`config.mk`:
```
export PLATFORM = sky130hd
export DESIGN_NAME = fam_top
export DESIGN_NICKNAME = d
export VERILOG_FILES = /design/src/pkg/fam_pkg.sv /design/src/verilog/fam_decode.sv /design/src/verilog/fam_disc_rom.sv /design/src/verilog/fam_top.sv
export VERILOG_INCLUDE_DIRS = /design/src /design/src/pkg
export SDC_FILE = /design/constraint.sdc
export NUM_CORES = 1
export LEC_CHECK = 0
export BUFFER_PORTS_ARGS = -buffer_cell sky130_fd_sc_hd__buf_2
export CAP_MARGIN = 10
export CELL_PAD_IN_SITES_DETAIL_PLACEMENT = 2
export CELL_PAD_IN_SITES_GLOBAL_PLACEMENT = 2
export CORE_ASPECT_RATIO = 0.6
export CORE_MARGIN = 2
export CORE_UTILIZATION = 27
export CTS_CLUSTER_DIAMETER = 100
export CTS_CLUSTER_SIZE = 25
export DETAILED_ROUTE_END_ITERATION = 10
export PLACE_DENSITY = 0.78
export SYNTH_ARGS = -nofsm -noshare
export SYNTH_HDL_FRONTEND = slang
export SYNTH_SLANG_ARGS = --single-unit
```
`constraint.sdc`:
```
create_clock -name clk_sys -period 1.8 [get_ports clk_sys]
set_clock_uncertainty 0.15 [all_clocks]
set_input_delay 0.18 -clock clk_sys [delete_from_list [all_inputs] [get_ports clk_sys]]
set_output_delay 0.18 -clock clk_sys [all_outputs]
set_load 0.02 [all_outputs]
```
`src/pkg/fam_regs.svh`:
```
/*
 constants of the flash address map and discovery space: widths, opcodes,
 address fields, discovery bytes. assumes it is included by bare name.
*/
// Contract
// - main array is 8 MiB, 2048 sectors of 4 KiB, 24-bit byte addresses
// - 64 KiB blocks hold sixteen sectors, block 0 starts at zero
// - array splits into 32768 pages of 256 bytes, each programmable alone
// - program only moves bits from 1 to 0; erase restores 1
// - erase by sector, block or whole chip; never by page
// - sectors span low twelve address bits 000h to fffh
// - four 256-byte security registers at n*1000h to n*1000h+0ffh
// - security registers 1 to 3 erase, program and lock on their own
// - a set lock bit blocks erase and program of that register forever; here only while its sec_lock input bit is held high
// - opcode 5ah reads discovery bytes from register 0, not the array
// - discovery space is read-only; program or erase there is ignored
// - header starts at 0000h; 0010h up to table start is undefined
// - table begins 0030h, content ends 006fh, 0070h to 00ffh reserved
// - discovery byte 00h reads 53h
// - space holds header then one basic parameter table it points to
// - discovery byte 04h reads minor revision 06h
// - discovery byte 05h reads major revision 01h
// - byte 06h reads 00h, byte 07h reads ffh
`ifndef FAM_REGS_SVH
`define FAM_REGS_SVH
`define FAM_ARRAY_MSB 23
`define FAM_SECTOR_LSB 12
`define FAM_BLOCK_LSB 16
`define FAM_PAGE_LSB 8
`define FAM_SR_IDX_LSB 12
`define FAM_OP_RD 8'h03
`define FAM_OP_PP 8'h02
`define FAM_OP_SE 8'h20
`define FAM_OP_BE 8'hd8
`define FAM_OP_CE 8'hc7
`define FAM_OP_SRRD 8'h48
`define FAM_OP_SRPP 8'h42
`define FAM_OP_SRSE 8'h44
`define FAM_OP_DISC 8'h5a
`define FAM_SIG0 8'h53
`define FAM_SIG1 8'h46
`define FAM_SIG2 8'h44
`define FAM_SIG3 8'h50
`define FAM_MINOR 8'h06
`define FAM_MAJOR 8'h01
`define FAM_NPH 8'h00
`define FAM_UNUSED 8'hff
`define FAM_PH_ID 8'h00
`define FAM_PH_LEN 8'h10
`define FAM_HDR_END 8'h0f
`define FAM_BPT_START 8'h30
`define FAM_BPT_END 8'h6f
`define FAM_BPT_FILL 8'hff
`define FAM_RSVD 8'hff
`define FAM_ERR_DATA 8'h00
`endif

```
`src/pkg/fam_pkg.sv`:
```
/*
 types shared by the address map block: op classes, erase sizes, states.
 assumes fam_regs.svh is on the include path.
*/
`include "fam_regs.svh"
package fam_pkg;
    typedef enum logic [2:0] {
        FAM_CL_REJ = 3'b000, FAM_CL_READ = 3'b001, FAM_CL_PROG = 3'b010,
        FAM_CL_ERASE = 3'b011, FAM_CL_DISC = 3'b100
    } fam_cls_e;
    typedef enum logic [1:0] {
        FAM_ES_SECT = 2'b00, FAM_ES_BLK = 2'b01, FAM_ES_CHIP = 2'b10,
        FAM_ES_SREG = 2'b11
    } fam_esize_e;
    typedef enum logic [1:0] {
        FAM_ST_IDLE = 2'b00, FAM_ST_RD = 2'b01, FAM_ST_GET = 2'b10
    } fam_state_e;
    // security register index sits just above the in-sector bits
    function automatic logic [1:0] fam_sr_idx(input logic [23:0] a);
        fam_sr_idx = a[`FAM_SR_IDX_LSB+1:`FAM_SR_IDX_LSB];
    endfunction
endpackage

```
`src/verilog/fam_decode.sv`:
```
/*
 combinational decode of opcode and address into op class, space,
 storage address and erase size. assumes inputs held while decoded.
*/
`timescale 1ns/1ps
`include "fam_regs.svh"
module fam_decode (
    input wire logic [7:0] opcode,
    input wire logic [23:0] addr,
    input wire logic [3:1] sec_lock,
    output fam_pkg::fam_cls_e cls,
    output logic space,
    output logic [23:0] maddr,
    output fam_pkg::fam_esize_e esize
);
    import fam_pkg::*;
    logic [1:0] idx;
    logic [3:0] locked;
    logic in_arr;
    assign idx = fam_sr_idx(addr);
    // register 0 reads as always locked so the discovery space stays put
    assign locked = {sec_lock, 1'b1};
    assign in_arr = ~addr[`FAM_ARRAY_MSB];
    // opcode decode; out-of-array or locked requests fall to reject
    always_comb begin
        cls = FAM_CL_REJ;
        space = 1'b0;
        maddr = addr;
        esize = FAM_ES_SECT;
        case (opcode)
            `FAM_OP_RD: if (in_arr) cls = FAM_CL_READ;
            `FAM_OP_PP: if (in_arr) cls = FAM_CL_PROG;
            `FAM_OP_SE: if (in_arr) begin
                cls = FAM_CL_ERASE;
                maddr = {addr[23:`FAM_SECTOR_LSB], 12'h000};
            end
            `FAM_OP_BE: if (in_arr) begin
                cls = FAM_CL_ERASE;
                esize = FAM_ES_BLK;
                maddr = {addr[23:`FAM_BLOCK_LSB], 16'h0000};
            end
            `FAM_OP_CE: begin
                cls = FAM_CL_ERASE;
                esize = FAM_ES_CHIP;
                maddr = 24'h000000;
            end
            `FAM_OP_SRRD: begin
                cls = (idx == 2'h0) ? FAM_CL_DISC : FAM_CL_READ;
                space = 1'b1;
                maddr = {10'h000, idx, 4'h0, addr[7:0]};
            end
            `FAM_OP_SRPP: if (!locked[idx]) begin
                cls = FAM_CL_PROG;
                space = 1'b1;
                maddr = {10'h000, idx, 4'h0, addr[7:0]};
            end
            `FAM_OP_SRSE: if (!locked[idx]) begin
                cls = FAM_CL_ERASE;
                space = 1'b1;
                esize = FAM_ES_SREG;
                maddr = {10'h000, idx, 12'h000};
            end
            `FAM_OP_DISC: cls = FAM_CL_DISC;
            default: cls = FAM_CL_REJ;
        endcase
    end
endmodule // fam_decode

```
`src/verilog/fam_disc_rom.sv`:
```
/*
 discovery space contents, one byte per low address. assumes the caller
 passes only the low eight address bits.
*/
`timescale 1ns/1ps
`include "fam_regs.svh"
module fam_disc_rom (
    input wire logic [7:0] baddr,
    output logic [7:0] bdata
);
    import fam_pkg::*;
    // header first, then the single table it points to
    always_comb begin
        case (baddr)
            8'h00: bdata = `FAM_SIG0;
            8'h01: bdata = `FAM_SIG1;
            8'h02: bdata = `FAM_SIG2;
            8'h03: bdata = `FAM_SIG3;
            8'h04: bdata = `FAM_MINOR;
            8'h05: bdata = `FAM_MAJOR;
            8'h06: bdata = `FAM_NPH;
            8'h07: bdata = `FAM_UNUSED;
            8'h08: bdata = `FAM_PH_ID;
            8'h09: bdata = `FAM_MINOR;
            8'h0a: bdata = `FAM_MAJOR;
            8'h0b: bdata = `FAM_PH_LEN; // table length in dwords
            8'h0c: bdata = `FAM_BPT_START; // pointer to the table
            8'h0d: bdata = 8'h00;
            8'h0e: bdata = 8'h00;
            8'h0f: bdata = `FAM_UNUSED;
            default: begin
                // table content reads as the fill byte ffh; reserved bytes stay fixed
                if (baddr >= `FAM_BPT_START && baddr <= `FAM_BPT_END)
                    bdata = `FAM_BPT_FILL;
                else
                    bdata = `FAM_RSVD;
            end
        endcase
    end
endmodule // fam_disc_rom

```
`src/verilog/fam_top.sv`:
```
/*
 address map controller: takes one byte request at a time, routes it to
 the main array, a security register or the discovery space, and drives
 the storage port. assumes storage answers a read one cycle after mem_rd
 and performs erases on its own from base and size.
*/
`timescale 1ns/1ps
`include "fam_regs.svh"
module fam_top (
    input wire logic clk_sys,
    input wire logic rst,
    input wire logic req_valid,
    input wire logic [7:0] req_opcode,
    input wire logic [23:0] req_addr,
    input wire logic [7:0] req_wdata,
    input wire logic [3:1] sec_lock,
    input wire logic [7:0] mem_rdata,
    output logic req_ready_ff,
    output logic rsp_valid_ff,
    output logic [7:0] rsp_data_ff,
    output logic rsp_err_ff,
    output logic mem_space_ff,
    output logic [23:0] mem_addr_ff,
    output logic mem_rd_ff,
    output logic mem_wr_ff,
    output logic [7:0] mem_wdata_ff,
    output logic mem_erase_ff,
    output fam_pkg::fam_esize_e mem_esize_ff
);
    import fam_pkg::*;

    fam_cls_e cls;
    fam_esize_e esize;
    fam_state_e state_ff;
    logic space;
    logic [23:0] maddr;
    logic [7:0] rom_data;
    logic acc;
    logic is_prog_ff;
    logic [7:0] new_ff;
    logic [7:0] old_ff;

    // a request is taken only while idle
    assign acc = req_valid & req_ready_ff;

    fam_decode u_dec (
        .opcode(req_opcode),
        .addr(req_addr),
        .sec_lock(sec_lock),
        .cls(cls),
        .space(space),
        .maddr(maddr),
        .esize(esize)
    );

    // only the low byte selects inside the discovery space
    fam_disc_rom u_rom (
        .baddr(req_addr[7:0]),
        .bdata(rom_data)
    );

    // sequencer: reads and programs need the old byte, the rest finish at once
    always_ff @(posedge clk_sys or posedge rst) begin
        if (rst) begin
            state_ff <= FAM_ST_IDLE;
            req_ready_ff <= 1'b1;
        end else begin
            case (state_ff)
                FAM_ST_IDLE: begin
                    if (acc && (cls == FAM_CL_READ || cls == FAM_CL_PROG)) begin
                        state_ff <= FAM_ST_RD;
                        req_ready_ff <= 1'b0;
                    end
                end
                FAM_ST_RD: state_ff <= FAM_ST_GET;
                FAM_ST_GET: begin
                    state_ff <= FAM_ST_IDLE;
                    req_ready_ff <= 1'b1;
                end
                default: begin
                    state_ff <= FAM_ST_IDLE;
                    req_ready_ff <= 1'b1;
                end
            endcase
        end
    end

    // captured request; the address stays on the storage port till done
    always_ff @(posedge clk_sys or posedge rst) begin
        if (rst) begin
            mem_space_ff <= 1'b0;
            mem_addr_ff <= 24'h000000;
            mem_esize_ff <= FAM_ES_SECT;
            is_prog_ff <= 1'b0;
            new_ff <= 8'h00;
        end else if (acc && cls != FAM_CL_REJ && cls != FAM_CL_DISC) begin
            mem_space_ff <= space;
            mem_addr_ff <= maddr;
            mem_esize_ff <= esize;
            is_prog_ff <= (cls == FAM_CL_PROG);
            new_ff <= req_wdata;
        end
    end

    // read strobe for both plain reads and the read half of a program
    always_ff @(posedge clk_sys or posedge rst) begin
        if (rst) begin
            mem_rd_ff <= 1'b0;
        end else begin
            mem_rd_ff <= acc && (cls == FAM_CL_READ || cls == FAM_CL_PROG);
        end
    end

    // old byte, kept so the check can confirm the write only clears bits
    always_ff @(posedge clk_sys or posedge rst) begin
        if (rst) begin
            old_ff <= 8'h00;
        end else if (state_ff == FAM_ST_GET) begin
            old_ff <= mem_rdata;
        end
    end

    // write: and of old and new, a bit at 0 never returns to 1 here
    always_ff @(posedge clk_sys or posedge rst) begin
        if (rst) begin
            mem_wr_ff <= 1'b0;
            mem_wdata_ff <= 8'h00;
        end else begin
            mem_wr_ff <= (state_ff == FAM_ST_GET) && is_prog_ff;
            if (state_ff == FAM_ST_GET && is_prog_ff)
                mem_wdata_ff <= mem_rdata & new_ff;
        end
    end

    // erase pulse; storage fills the sized range with ones
    always_ff @(posedge clk_sys or posedge rst) begin
        if (rst) begin
            mem_erase_ff <= 1'b0;
        end else begin
            mem_erase_ff <= acc && (cls == FAM_CL_ERASE);
        end
    end

    // answers: discovery and erase in one cycle, read and program in three
    always_ff @(posedge clk_sys or posedge rst) begin
        if (rst) begin
            rsp_valid_ff <= 1'b0;
            rsp_data_ff <= 8'h00;
            rsp_err_ff <= 1'b0;
        end else begin
            rsp_valid_ff <= 1'b0;
            rsp_err_ff <= 1'b0;
            if (state_ff == FAM_ST_GET) begin
                rsp_valid_ff <= 1'b1;
                rsp_data_ff <= mem_rdata;
            end else if (acc && cls == FAM_CL_DISC) begin
                rsp_valid_ff <= 1'b1;
                rsp_data_ff <= rom_data;
            end else if (acc && cls == FAM_CL_ERASE) begin
                rsp_valid_ff <= 1'b1;
                rsp_data_ff <= `FAM_ERR_DATA;
            end else if (acc && cls == FAM_CL_REJ) begin
                // refused writes to locked or read-only space leave storage alone
                rsp_valid_ff <= 1'b1;
                rsp_err_ff <= 1'b1;
                rsp_data_ff <= `FAM_ERR_DATA;
            end
        end
    end

    // checks kept next to the logic they guard
    // lock view with register 0 always locked, as the decoder sees it
    logic [3:0] lock_map;
    assign lock_map = {sec_lock, 1'b1};
endmodule // fam_top
```
==> results of run 1 <==
state kept, by name, summed over array words and instances, names as in the netlist:
register,flops
is_prog_ff,1
mem_addr_ff,24
mem_erase_ff,1
mem_esize_ff,2
mem_rd_ff,1
mem_space_ff,1
mem_wdata_ff,8
mem_wr_ff,1
new_ff,8
req_ready_ff,1
rsp_data_ff,8
rsp_err_ff,1
rsp_valid_ff,1
state_ff,2
synthesized netlist by cell type (all sizes together), types with 5 or more instances:
| cell type | count | area [µm²] |
|---|---|---|
| and2 | 5 | 31.28 |
| nor2 | 9 | 33.78 |
| a221o | 7 | 78.83 |
| clkbuf | 9 | 33.78 |
| buf | 6 | 48.79 |
| dfrtp | 59 | 1476 |
| nand2 | 67 | 254.0 |
| inv | 6 | 22.52 |
| mux2 | 9 | 127.6 |
| nand3 | 11 | 55.05 |
| o21ai | 37 | 185.2 |
repair_timing:
action / 4_1_cts / 5_1_grt
endpoints found under the setup margin: 48 / 50
hold buffers: 32 / 0
setup buffers: 11 / 12
endpoints found under the hold margin: 95 / 0
pin swaps: 12 / 17
cloned: 1 / 0
resized for setup: 28 / 35
logic make-up after synthesis:
| group | after synthesis | share of synthesized area |
|---|---|---|
| and+or+nand+nor | 119 | 0.2140 |
| AOI/OAI and AO/OA | 67 | 0.1714 |
| DFF | 60 | 0.5213 |
| buffers and inverters | 21 | 0.03645 |
| muxes | 10 | 0.04774 |
| xor gates and xnor gates | 3 | 0.009116 |
cell type report:
cell class              instances  area [µm²]
clock inverters                 5       52.55
repair buffers                203        1515
multi-input cells             199        1460
clock buffers                  11       232.7
fillers                      1092        5523
inverters                       6       26.28
flip-flops and latches         60        1503
well taps                     139       173.9
through the flow:
stage	power [mW]	instance area (µm²)	TNS (ps)	cells
finish	3.405	4964	-7369	623
global route	3.531	4964	-7718	623
CTS	3.372	4726	0	611
detailed placement	1.613	3855	-22050	551
global placement	1.600	3855	-18530	551
floorplan	1.461	2945	-2714	280
routing by layer:
metal	routed length [µm]	global-route usage	vias up
met2	7176	0.3790	123
li1	-	-	1387
met4	289	0.07404	0
met1	6832	0.3063	1601
met3	746	0.05950	24
met5	0	0	-
critical path: stages:
cell      delay [ps]
buf_6            110
nor3_4           290
nand3b_1         250
a21o_4           300
buf_12           130
a211oi_4         290
a311oi_4          80
buf_6            170
a221o_2          350
layout by cell type (no fill, tap or decap), types with 3 or more instances in the layout:
master	count
nor2_1	8
and2_4	3
dlygate4sd3_1	32
nand2_1	60
nor2b_1	3
o21ai_0	11
mux2_4	7
nor4b_4	3
buf_8	3
buf_2	94
a21oi_1	3
nand3_1	8
a221o_2	7
nand3_2	3
inv_1	5
buf_4	57
nand2_2	5
dfrtp_1	59
o21ai_1	22
buf_6	11
o21ai_2	3
nand2b_1	3
buf_12	5
clkinv_2	3
clkbuf_16	9
where the power goes:
group / leakage, nW / internal [mW] / total, mW / switching, mW
sequential: 0.793 / 1.35 / 1.35 / 0
combinational: 1.59 / 0.179 / 0.364 / 0.185
clock: 0.139 / 1.06 / 1.69 / 0.627
worst max path at each step:
stage                        from             end  slack (ps)
floorplan           req_opcode[2]  rsp_data_ff[6]        -290
global placement    req_opcode[7]  rsp_data_ff[4]        -460
detailed placement  req_opcode[7]  rsp_data_ff[1]        -550
CTS                  req_addr[13]  rsp_data_ff[6]           2
global route        req_opcode[6]  rsp_data_ff[0]        -300
finish              req_opcode[6]  rsp_data_ff[0]        -290
==> metrics.txt, run 1 <==
outcome complete, but fails checks; failing checks hold timing, setup timing; flop2flop setup slack -120 ps; FP Rows 29; Max-cap violations 0; ys flop type dfrtp_1; hold crit path type in2reg; actual transition at the worst max-transition pin 474.5 ps; Initial Utilization 0.2749; CTS max path bufs 2; CP Launch Type input port; flip-flop and latch count after synthesis 60; Worst EP required around 1900 ps; GRT Util Overall 0.2342; warnings from Yosys 0; Distinct cells, synth 52; VDD IR max 0.4742 mV; Tmin final 2085 ps; Reg-to-Reg Start state_ff[0]; Hold Path Stages 3; register area share after synthesis 0.5213; drt pass-1 iters 4; number of synthesized flops with an enable pin 0; Nets ~530; Core Footprint between 10000 and 15000 µm²; Area growth, synth to finish 72.18%; Final WS setup -285.3 ps; die footprint roughly 12000 µm²; initial antenna violation count 0; crit path max fanout 8; Total Wirelength 15.04 mm; fraction of layout cells with a size suffix above 1 0.5062; Final Hold Vio Count 1; routability cong. between 0.8 and 0.9; Setup WS pre-CTS -546.3 ps; # DRC 0; total gr overflow 0; Ports approximately 100; TritonCTS clock tree yes; Num Clock Sinks 60; CTS clk-pin slew, worst paths 60 ps; hold path start mem_rdata[6]; TritonCTS buffer count 9; post-route core utilization 0.4733; Antenna diodes 0; Buffers on Ports approximately 100; RSZ-0062 raised after global routing true; leakage power 2.518 nW; crit end category register; CP arrival approximately 2200 ps; # setup viols final 56; syn avg cell area 10.30 µm²; worst-case reg-to-reg path depth 5; end of the worst hold path mem_wdata_ff[6]; Final Cycle Share 1.159; Routed Antenna Nets 0; Clock Tree Root clkbuf_16; Chip Width 137.4 µm; Post-Syn Instances between 200 and 300; critical path type in2reg; Fmax around 480 MHz; FF-to-FF End rsp_data_ff[2]; vias in the first global route approximately 3400; routed length per instance between 20 and 25 µm; Detail Placement HPWL 7.867 mm; Vias/cell just over 5; Slew Limit Fails 0; H-Tree Depth 3; Power Density a little under 700 nW/µm²; first-pass GRT wire length approximately 20 mm; WHS -4.071 ps; largest net degree at the start of global routing 36; insertion delay to the later sink of the worst-skew pair 340 ps; DR iter-0 viols roughly 170; Mapped Nets roughly 330; vias post-DR ~3100; Die Ht 84.04 µm; Relative slew margins 0.6795; Async S/R FF share, synth 1.000; area of the mapped netlist 2883 µm²
Power figures use the tool's default switching activity.
==> run 2, diff against run 1 <==
CELL_PAD_IN_SITES_DETAIL_PLACEMENT = not set   (was 2)
CELL_PAD_IN_SITES_GLOBAL_PLACEMENT = not set   (was 2)
CORE_UTILIZATION = 45   (was 27)
==> run 2 against run 1 <==
  * The run ends with setup timing left
  * Via count fell by 11%
  * Global-route usage rose by 0.22 points
  * Core utilization rose by 25 points
  * Sequential cell count did not move
  * Largest cell class is now registers
==> metrics.txt, run 2 (synthesis gave the netlist of run 1 again) <==
placed instance count around 490; Reg-to-Reg Start req_ready_ff; end of the worst hold path mem_addr_ff[2]; Final Cycle Share 1.018; Tmin final 1832 ps; actual transition at the worst max-transition pin around 460 ps; WL met2 about 3.8 mm; Hold Path Stages 3; failing checks setup timing; first-pass GRT wire length 12.90 mm; hold path start req_addr[2]; insertion delay to the later sink of the worst-skew pair around 330 ps; count of non-filler cells in the finished layout 541; routed length per instance ~15 µm; cell family with most CP delay compound AO/OA/AOI/OAI gates; Final Hold Vio Count 0; Critical Path Max Stage Delay 350 ps; Core Footprint about 6100 µm²; Vias/cell just over 5; hold crit path type in2reg; Top reg by flops mem_addr_ff; VDD IR max ~0.49 mV; Crit-path slowest cell a221o_2; crit end category register; fraction of layout cells with a size suffix above 1 0.4442; initial antenna violation count 0; Worst EP required between 1500 and 2000 ps; drt pass-1 iters 4; CTS clk-pin slew, worst paths 70 ps; Max-cap violations 0; FF-to-FF End rsp_data_ff[3]; most frequent cells in the layout buf_2 (100), nand2_1 (63), dfrtp_1 (59); CP arrival roughly 1900 ps; wire length on met1 3.649 mm; Relative slew margins 0.6905; Reg area 1503 µm²; die footprint around 7100 µm²; Fmax roughly 550 MHz; commonest non-fill, non-tap cell in the layout buf_2; worst-case reg-to-reg path depth 5; number of flip-flops in the largest register 24; post-route core utilization 0.7250; leakage power approximately 2.3 nW; Antenna diodes 0; vias in the first global route between 2000 and 3000; # DRC 0; GRT Util Overall 0.2364; post-place instance area ~3700 µm²; CTS max path bufs 2; Nets between 500 and 600; RSZ-0062 raised after global routing true; vias post-DR ~2800; critical path type in2reg; # setup viols final 8; outcome complete, but fails checks; Power Density about 710 nW/µm²; H-Tree Depth 3; Area growth, synth to finish 54.38%; uppermost routed layer met4; routability cong. between 0.9 and 1; total gr overflow 0; DR iter-0 viols 150; Met3 Wirelength around 600 µm; CP Buf/Inv Count 3; TritonCTS buffer count 9; Detail Placement HPWL between 5 and 6 mm; Layout fillers 444; Final WS setup -31.92 ps; largest net degree at the start of global routing a little over 60; Die Ht between 60 and 70 µm; Chip Width roughly 110 µm; Initial Utilization 0.4696; CP Cell Sequence buf_8 > nor4b_4 > buf_4 > nand3_4 > o21a_4 > a211oi_4 > a311oi_4 > buf_6 > a221o_2; cell area after layout 4451 µm²; Total Wirelength about 8.1 mm; footprint of the multi-input gates around 1400 µm²; FP Rows 22; Ports approximately 100; crit path max fanout 8; Slew Limit Fails 0; Routed Antenna Nets 0; flop2flop setup slack roughly 40 ps; Clock Tree Root clkbuf_8; TritonCTS clock tree yes; post-route setup TNS -97.91 ps; Num Clock Sinks 60; Buffers on Ports between 100 and 150; CP Launch Type input port
## run 2: changes by cell type in the layout (fill, tap and decap cells not counted), sizes merged
cell and delta:
bufinv +2, inv +1, buf -30, clkbuf -2, dlygate4sd3 +3, clkinvlp +1
clkinv -2
## run 2: tightest hold or removal path, cell delays in order
cell and delay (ps):
buf_2 160, nand2_1 70, o21ai_1 60
## run 2: final cells by class
class / instances / area share
clock buffers: 9 / 0.02783
inverters: 6 / 0.005904
well taps: 84 / 0.02362
clock inverters: 7 / 0.02755
flip-flops and latches: 60 / 0.3376
repair buffers: 176 / 0.2710
multi-input cells: 199 / 0.3064
## run 2: how the worst max path moves through the flow
| stage | start | to | slack (ps) | depth (start not counted) |
|---|---|---|---|---|
| floorplan | req_opcode[2] | rsp_data_ff[6] | -290 | 7 |
| global placement | req_opcode[5] | rsp_data_ff[2] | -340 | 8 |
| detailed placement | req_opcode[5] | rsp_data_ff[4] | -380 | 8 |
| CTS | req_opcode[5] | mem_addr_ff[2] | 10 | 10 |
| global route | req_opcode[7] | rsp_data_ff[3] | -90 | 9 |
| finish | req_opcode[7] | rsp_data_ff[3] | -30 | 9 |
## run 2: power by group
part           switching (mW)  total [mW]  leakage, nW  internal, mW
Sequential                  0        1.35        0.793          1.35
Combinational           0.139       0.296         1.40         0.157
Clock                   0.579        1.51        0.116         0.926
Total                   0.718        3.15         2.30          2.43
## run 2: stage by stage
stage | power (mW) | hold WS, ps | setup WS (ps)
after detailed placement | 1.589 | 139.6 | -377.5
after CTS | 3.149 | 12.14 | 10.79
after global routing | 3.266 | 49.98 | -92.25
after floorplan | 1.461 | 135.5 | -287.5
final | 3.149 | 24.50 | -31.92
after global placement | 1.585 | 135.0 | -336.9
## run 2: metal layers
layer,up-vias,track usage
met5,-,0
met4,0,0.04968
met3,11,0.08177
met2,101,0.3884
met1,1341,0.3069
li1,1332,-
## run 2: repair_timing
item / CTS / global route
setup endpoints to repair: 7 / 43
hold buffers: 35 / 0
resized for setup: 2 / 22
hold endpoints to repair: 100 / 0
buffers inserted: 0 / 5
pin swaps: 0 / 8
==> run 3, diff against run 2 <==
ABC_AREA = 1   (was not set)
CAP_MARGIN = 25   (was 10)
CORE_UTILIZATION = 46   (was 45)
PLACE_DENSITY = 0.79   (was 0.78)
==> run 3 against run 2 <==
  * The flow now finishes without violations
  * Fmax grew 6.9%
  * Synthesized area increased by 9.2%
  * Critical path depth is 4 higher
  * Total power is 7.2% higher
  * Combinational power shrank 7.1%
  * Largest power group unchanged
==> metrics.txt, run 3 <==
outcome complete, no violations; cell family with most CP delay simple AND/OR/NAND/NOR gates; H-Tree Depth 3; leakage power 2.522 nW; ys flop type dfrtp_1; Detail Placement HPWL between 5 and 6 mm; Num Clock Sinks 60; Critical Path Max Stage Delay approximately 610 ps; routed length per instance between 10 and 15 µm; Top reg by flops mem_addr_ff; Max-cap violations 0; largest net degree at the start of global routing between 60 and 70; Core Footprint roughly 6600 µm²; Mapped Nets 479; die footprint roughly 7500 µm²; Total Wirelength approximately 8.4 mm; # setup viols final 0; Distinct cells, synth 27; Vias/cell just under 5; post-route setup TNS 0 ps; leading area contributor after synthesis dfrtp_1; Relative slew margins 0.7464; CP Buf/Inv Count 2; DR iter-0 viols around 230; TritonCTS clock tree yes; flip-flop and latch count after synthesis 60; number of flip-flops in the largest register 24; # DRC 0; CTS clk-pin slew, worst paths roughly 50 ps; Power Density between 700 and 800 nW/µm²; actual transition at the worst max-transition pin 379.6 ps; routability cong. 0.9032; Chip Width roughly 110 µm; initial antenna violation count 0; CTS max path bufs 2; Slew Limit Fails 0; drt pass-1 iters 4; number of synthesized flops with an enable pin 0; vias post-DR approximately 3200; insertion delay to the later sink of the worst-skew pair about 320 ps; global routing usage on met2 0.3673; Async S/R FF share, synth 1.000; critical path type in2reg; Tmin final around 1700 ps; CP Launch Type input port; Fmax 583.3 MHz; Clock Tree Root clkbuf_16; met3 Resource Use GR 0.07529; Post-Syn Instances ~430; Ports 103; crit end category register; met1 Use GR 0.3204; Area growth, synth to finish 43.18%; CP dominant cell by count nand2_1; TritonCTS buffer count 9; CP Cell Sequence dlygate4sd3_1 > nor2_4 > nand2_4 > nor2_4 > nand2_1 > nand2_2 > nor2_4 > nand3_4 > nand2_1 > nand3_1 > nand2_1 > inv_1 > nand2_1; GRT busiest layer met2; first-pass GRT wire length about 14 mm; GRT Util Overall 0.2352; commonest non-fill, non-tap cell in the layout nand2_1; warnings from Yosys 0; Buffers on Ports 102; FP Rows 23; CP arrival around 1800 ps; Tot Pwr ~3.4 mW; Crit-path slowest cell dlygate4sd3_1; fraction of layout cells with a size suffix above 1 0.2937; hold path start req_addr[3]; register area share after synthesis 0.4775; top cell type's share of synthesized area 0.4692; Nets between 600 and 700; hold crit path type in2reg; Antenna diodes 0; vias in the first global route between 3000 and 4000; most frequent cell after synthesis nand2_1; Routed Antenna Nets 0; Final Cycle Share 0.9524; total gr overflow 0; Die Ht between 60 and 70 µm; commonest cells in the netlist nand2_1 (173), dfrtp_1 (59), inv_1 (37), nand3_1 (34), nor2_1 (31); syn avg cell area roughly 7.4 µm²; Final Hold Vio Count 0; top cells by area, synth dfrtp_1 (47%), nand2_1 (21%), nand3_1 (5.4%); Worst EP required between 1500 and 2000 ps; Initial Utilization 0.4734; Reg-to-Reg Start req_ready_ff; VDD IR max about 0.37 mV; CP Launch Point req_addr[5]; area of the mapped netlist between 3000 and 4000 µm²; crit path max fanout 4; most frequent cells in the layout nand2_1 (167), buf_2 (99), dfrtp_1 (59)
[run 3: changes by cell type in the layout (fill, tap and decap cells not counted), sizes merged, moves of 7 or more]
cell | before | now
nand2 | 67 | 184
inv | 6 | 47
buf | 141 | 107
nor2 | 9 | 38
nand3 | 11 | 35
mux2 | 9 | 0
nand4 | 2 | 11
a221o | 7 | 0
o21ai | 37 | 30
[run 3: repair_timing]
action                                 in CTS  in global routing
endpoints found under the hold margin      93                  0
setup endpoints to repair                   0                  8
hold buffers                               35                  0
gates resized for setup                     0                 22
buffers inserted                            0                  1
[run 3: cells by family (layout without fill, tap and decap cells)]
family,Yosys count,in the layout,synth area share
AO/OA/AOI/OAI,34,34,0.05566
XOR/XNOR,1,1,0.002784
buffers and inverters,58,205,0.08588
flip-flops,60,60,0.4775
AND/OR/NAND/NOR,272,272,0.3781
[run 3: power by group]
group	internal (mW)	switching [mW]	total (mW)
combinational	0.127	0.148	0.275
clock	1.12	0.633	1.75
sequential	1.35	0	1.35
total	2.60	0.781	3.38
[run 3: cell type report]
cell class	count	area (µm²)
Clock inverter	6	71.32
Inverter	47	187.7
Sequential cell	60	1503
Fill cell	575	2142
Clock buffer	10	239.0
Multi-Input combinational cell	307	1453
Timing Repair Buffer	142	943.4
Tap cell	87	108.9
[run 3: worst register-to-register path, delay by kind of cell, from the launching register on]
kind	cells	cell delay [ps]
buffers and inverters	3	390
AND/OR/NAND/NOR	5	430
flip-flops	1	540
[run 3: metal layers]
| metal | up-vias | wire length [µm] |
|---|---|---|
| met4 | 0 | 78 |
| met1 | 1502 | 3884 |
| met2 | 118 | 3752 |
| li1 | 1616 | - |
| met5 | - | 0 |
| met3 | 9 | 687 |
[run 3: path summary, 6_finish.rpt]
path                             endpoint  cells past startpoint  slack, ps
min in group asynchronous  rsp_data_ff[6]                      4        330
hold reg to reg               state_ff[1]                      1        320
max in group asynchronous    req_ready_ff                      4        850
hold / removal             mem_addr_ff[3]                      3         20
setup / recovery           rsp_data_ff[2]                     13         90
setup reg to reg           rsp_data_ff[2]                      8        220
[run 3: through the flow]
step / std cells / utilization / worst slack, ps / hold slack [ps] / cell area [µm²]
2_1_floorplan: 425 / - / 328.8 / 135.5 / 3151
3_3_place_gp: 610 / 0.5673 / -28.93 / 136.2 / 3771
3_5_place_dp: 610 / 0.5673 / -36.28 / 140.6 / 3771
4_1_cts: 661 / 0.6667 / 4.266 / 6.484 / 4432
5_1_grt: 659 / 0.6778 / -31.73 / 53.03 / 4506
6_report: 659 / 0.6778 / 85.65 / 23.57 / 4506
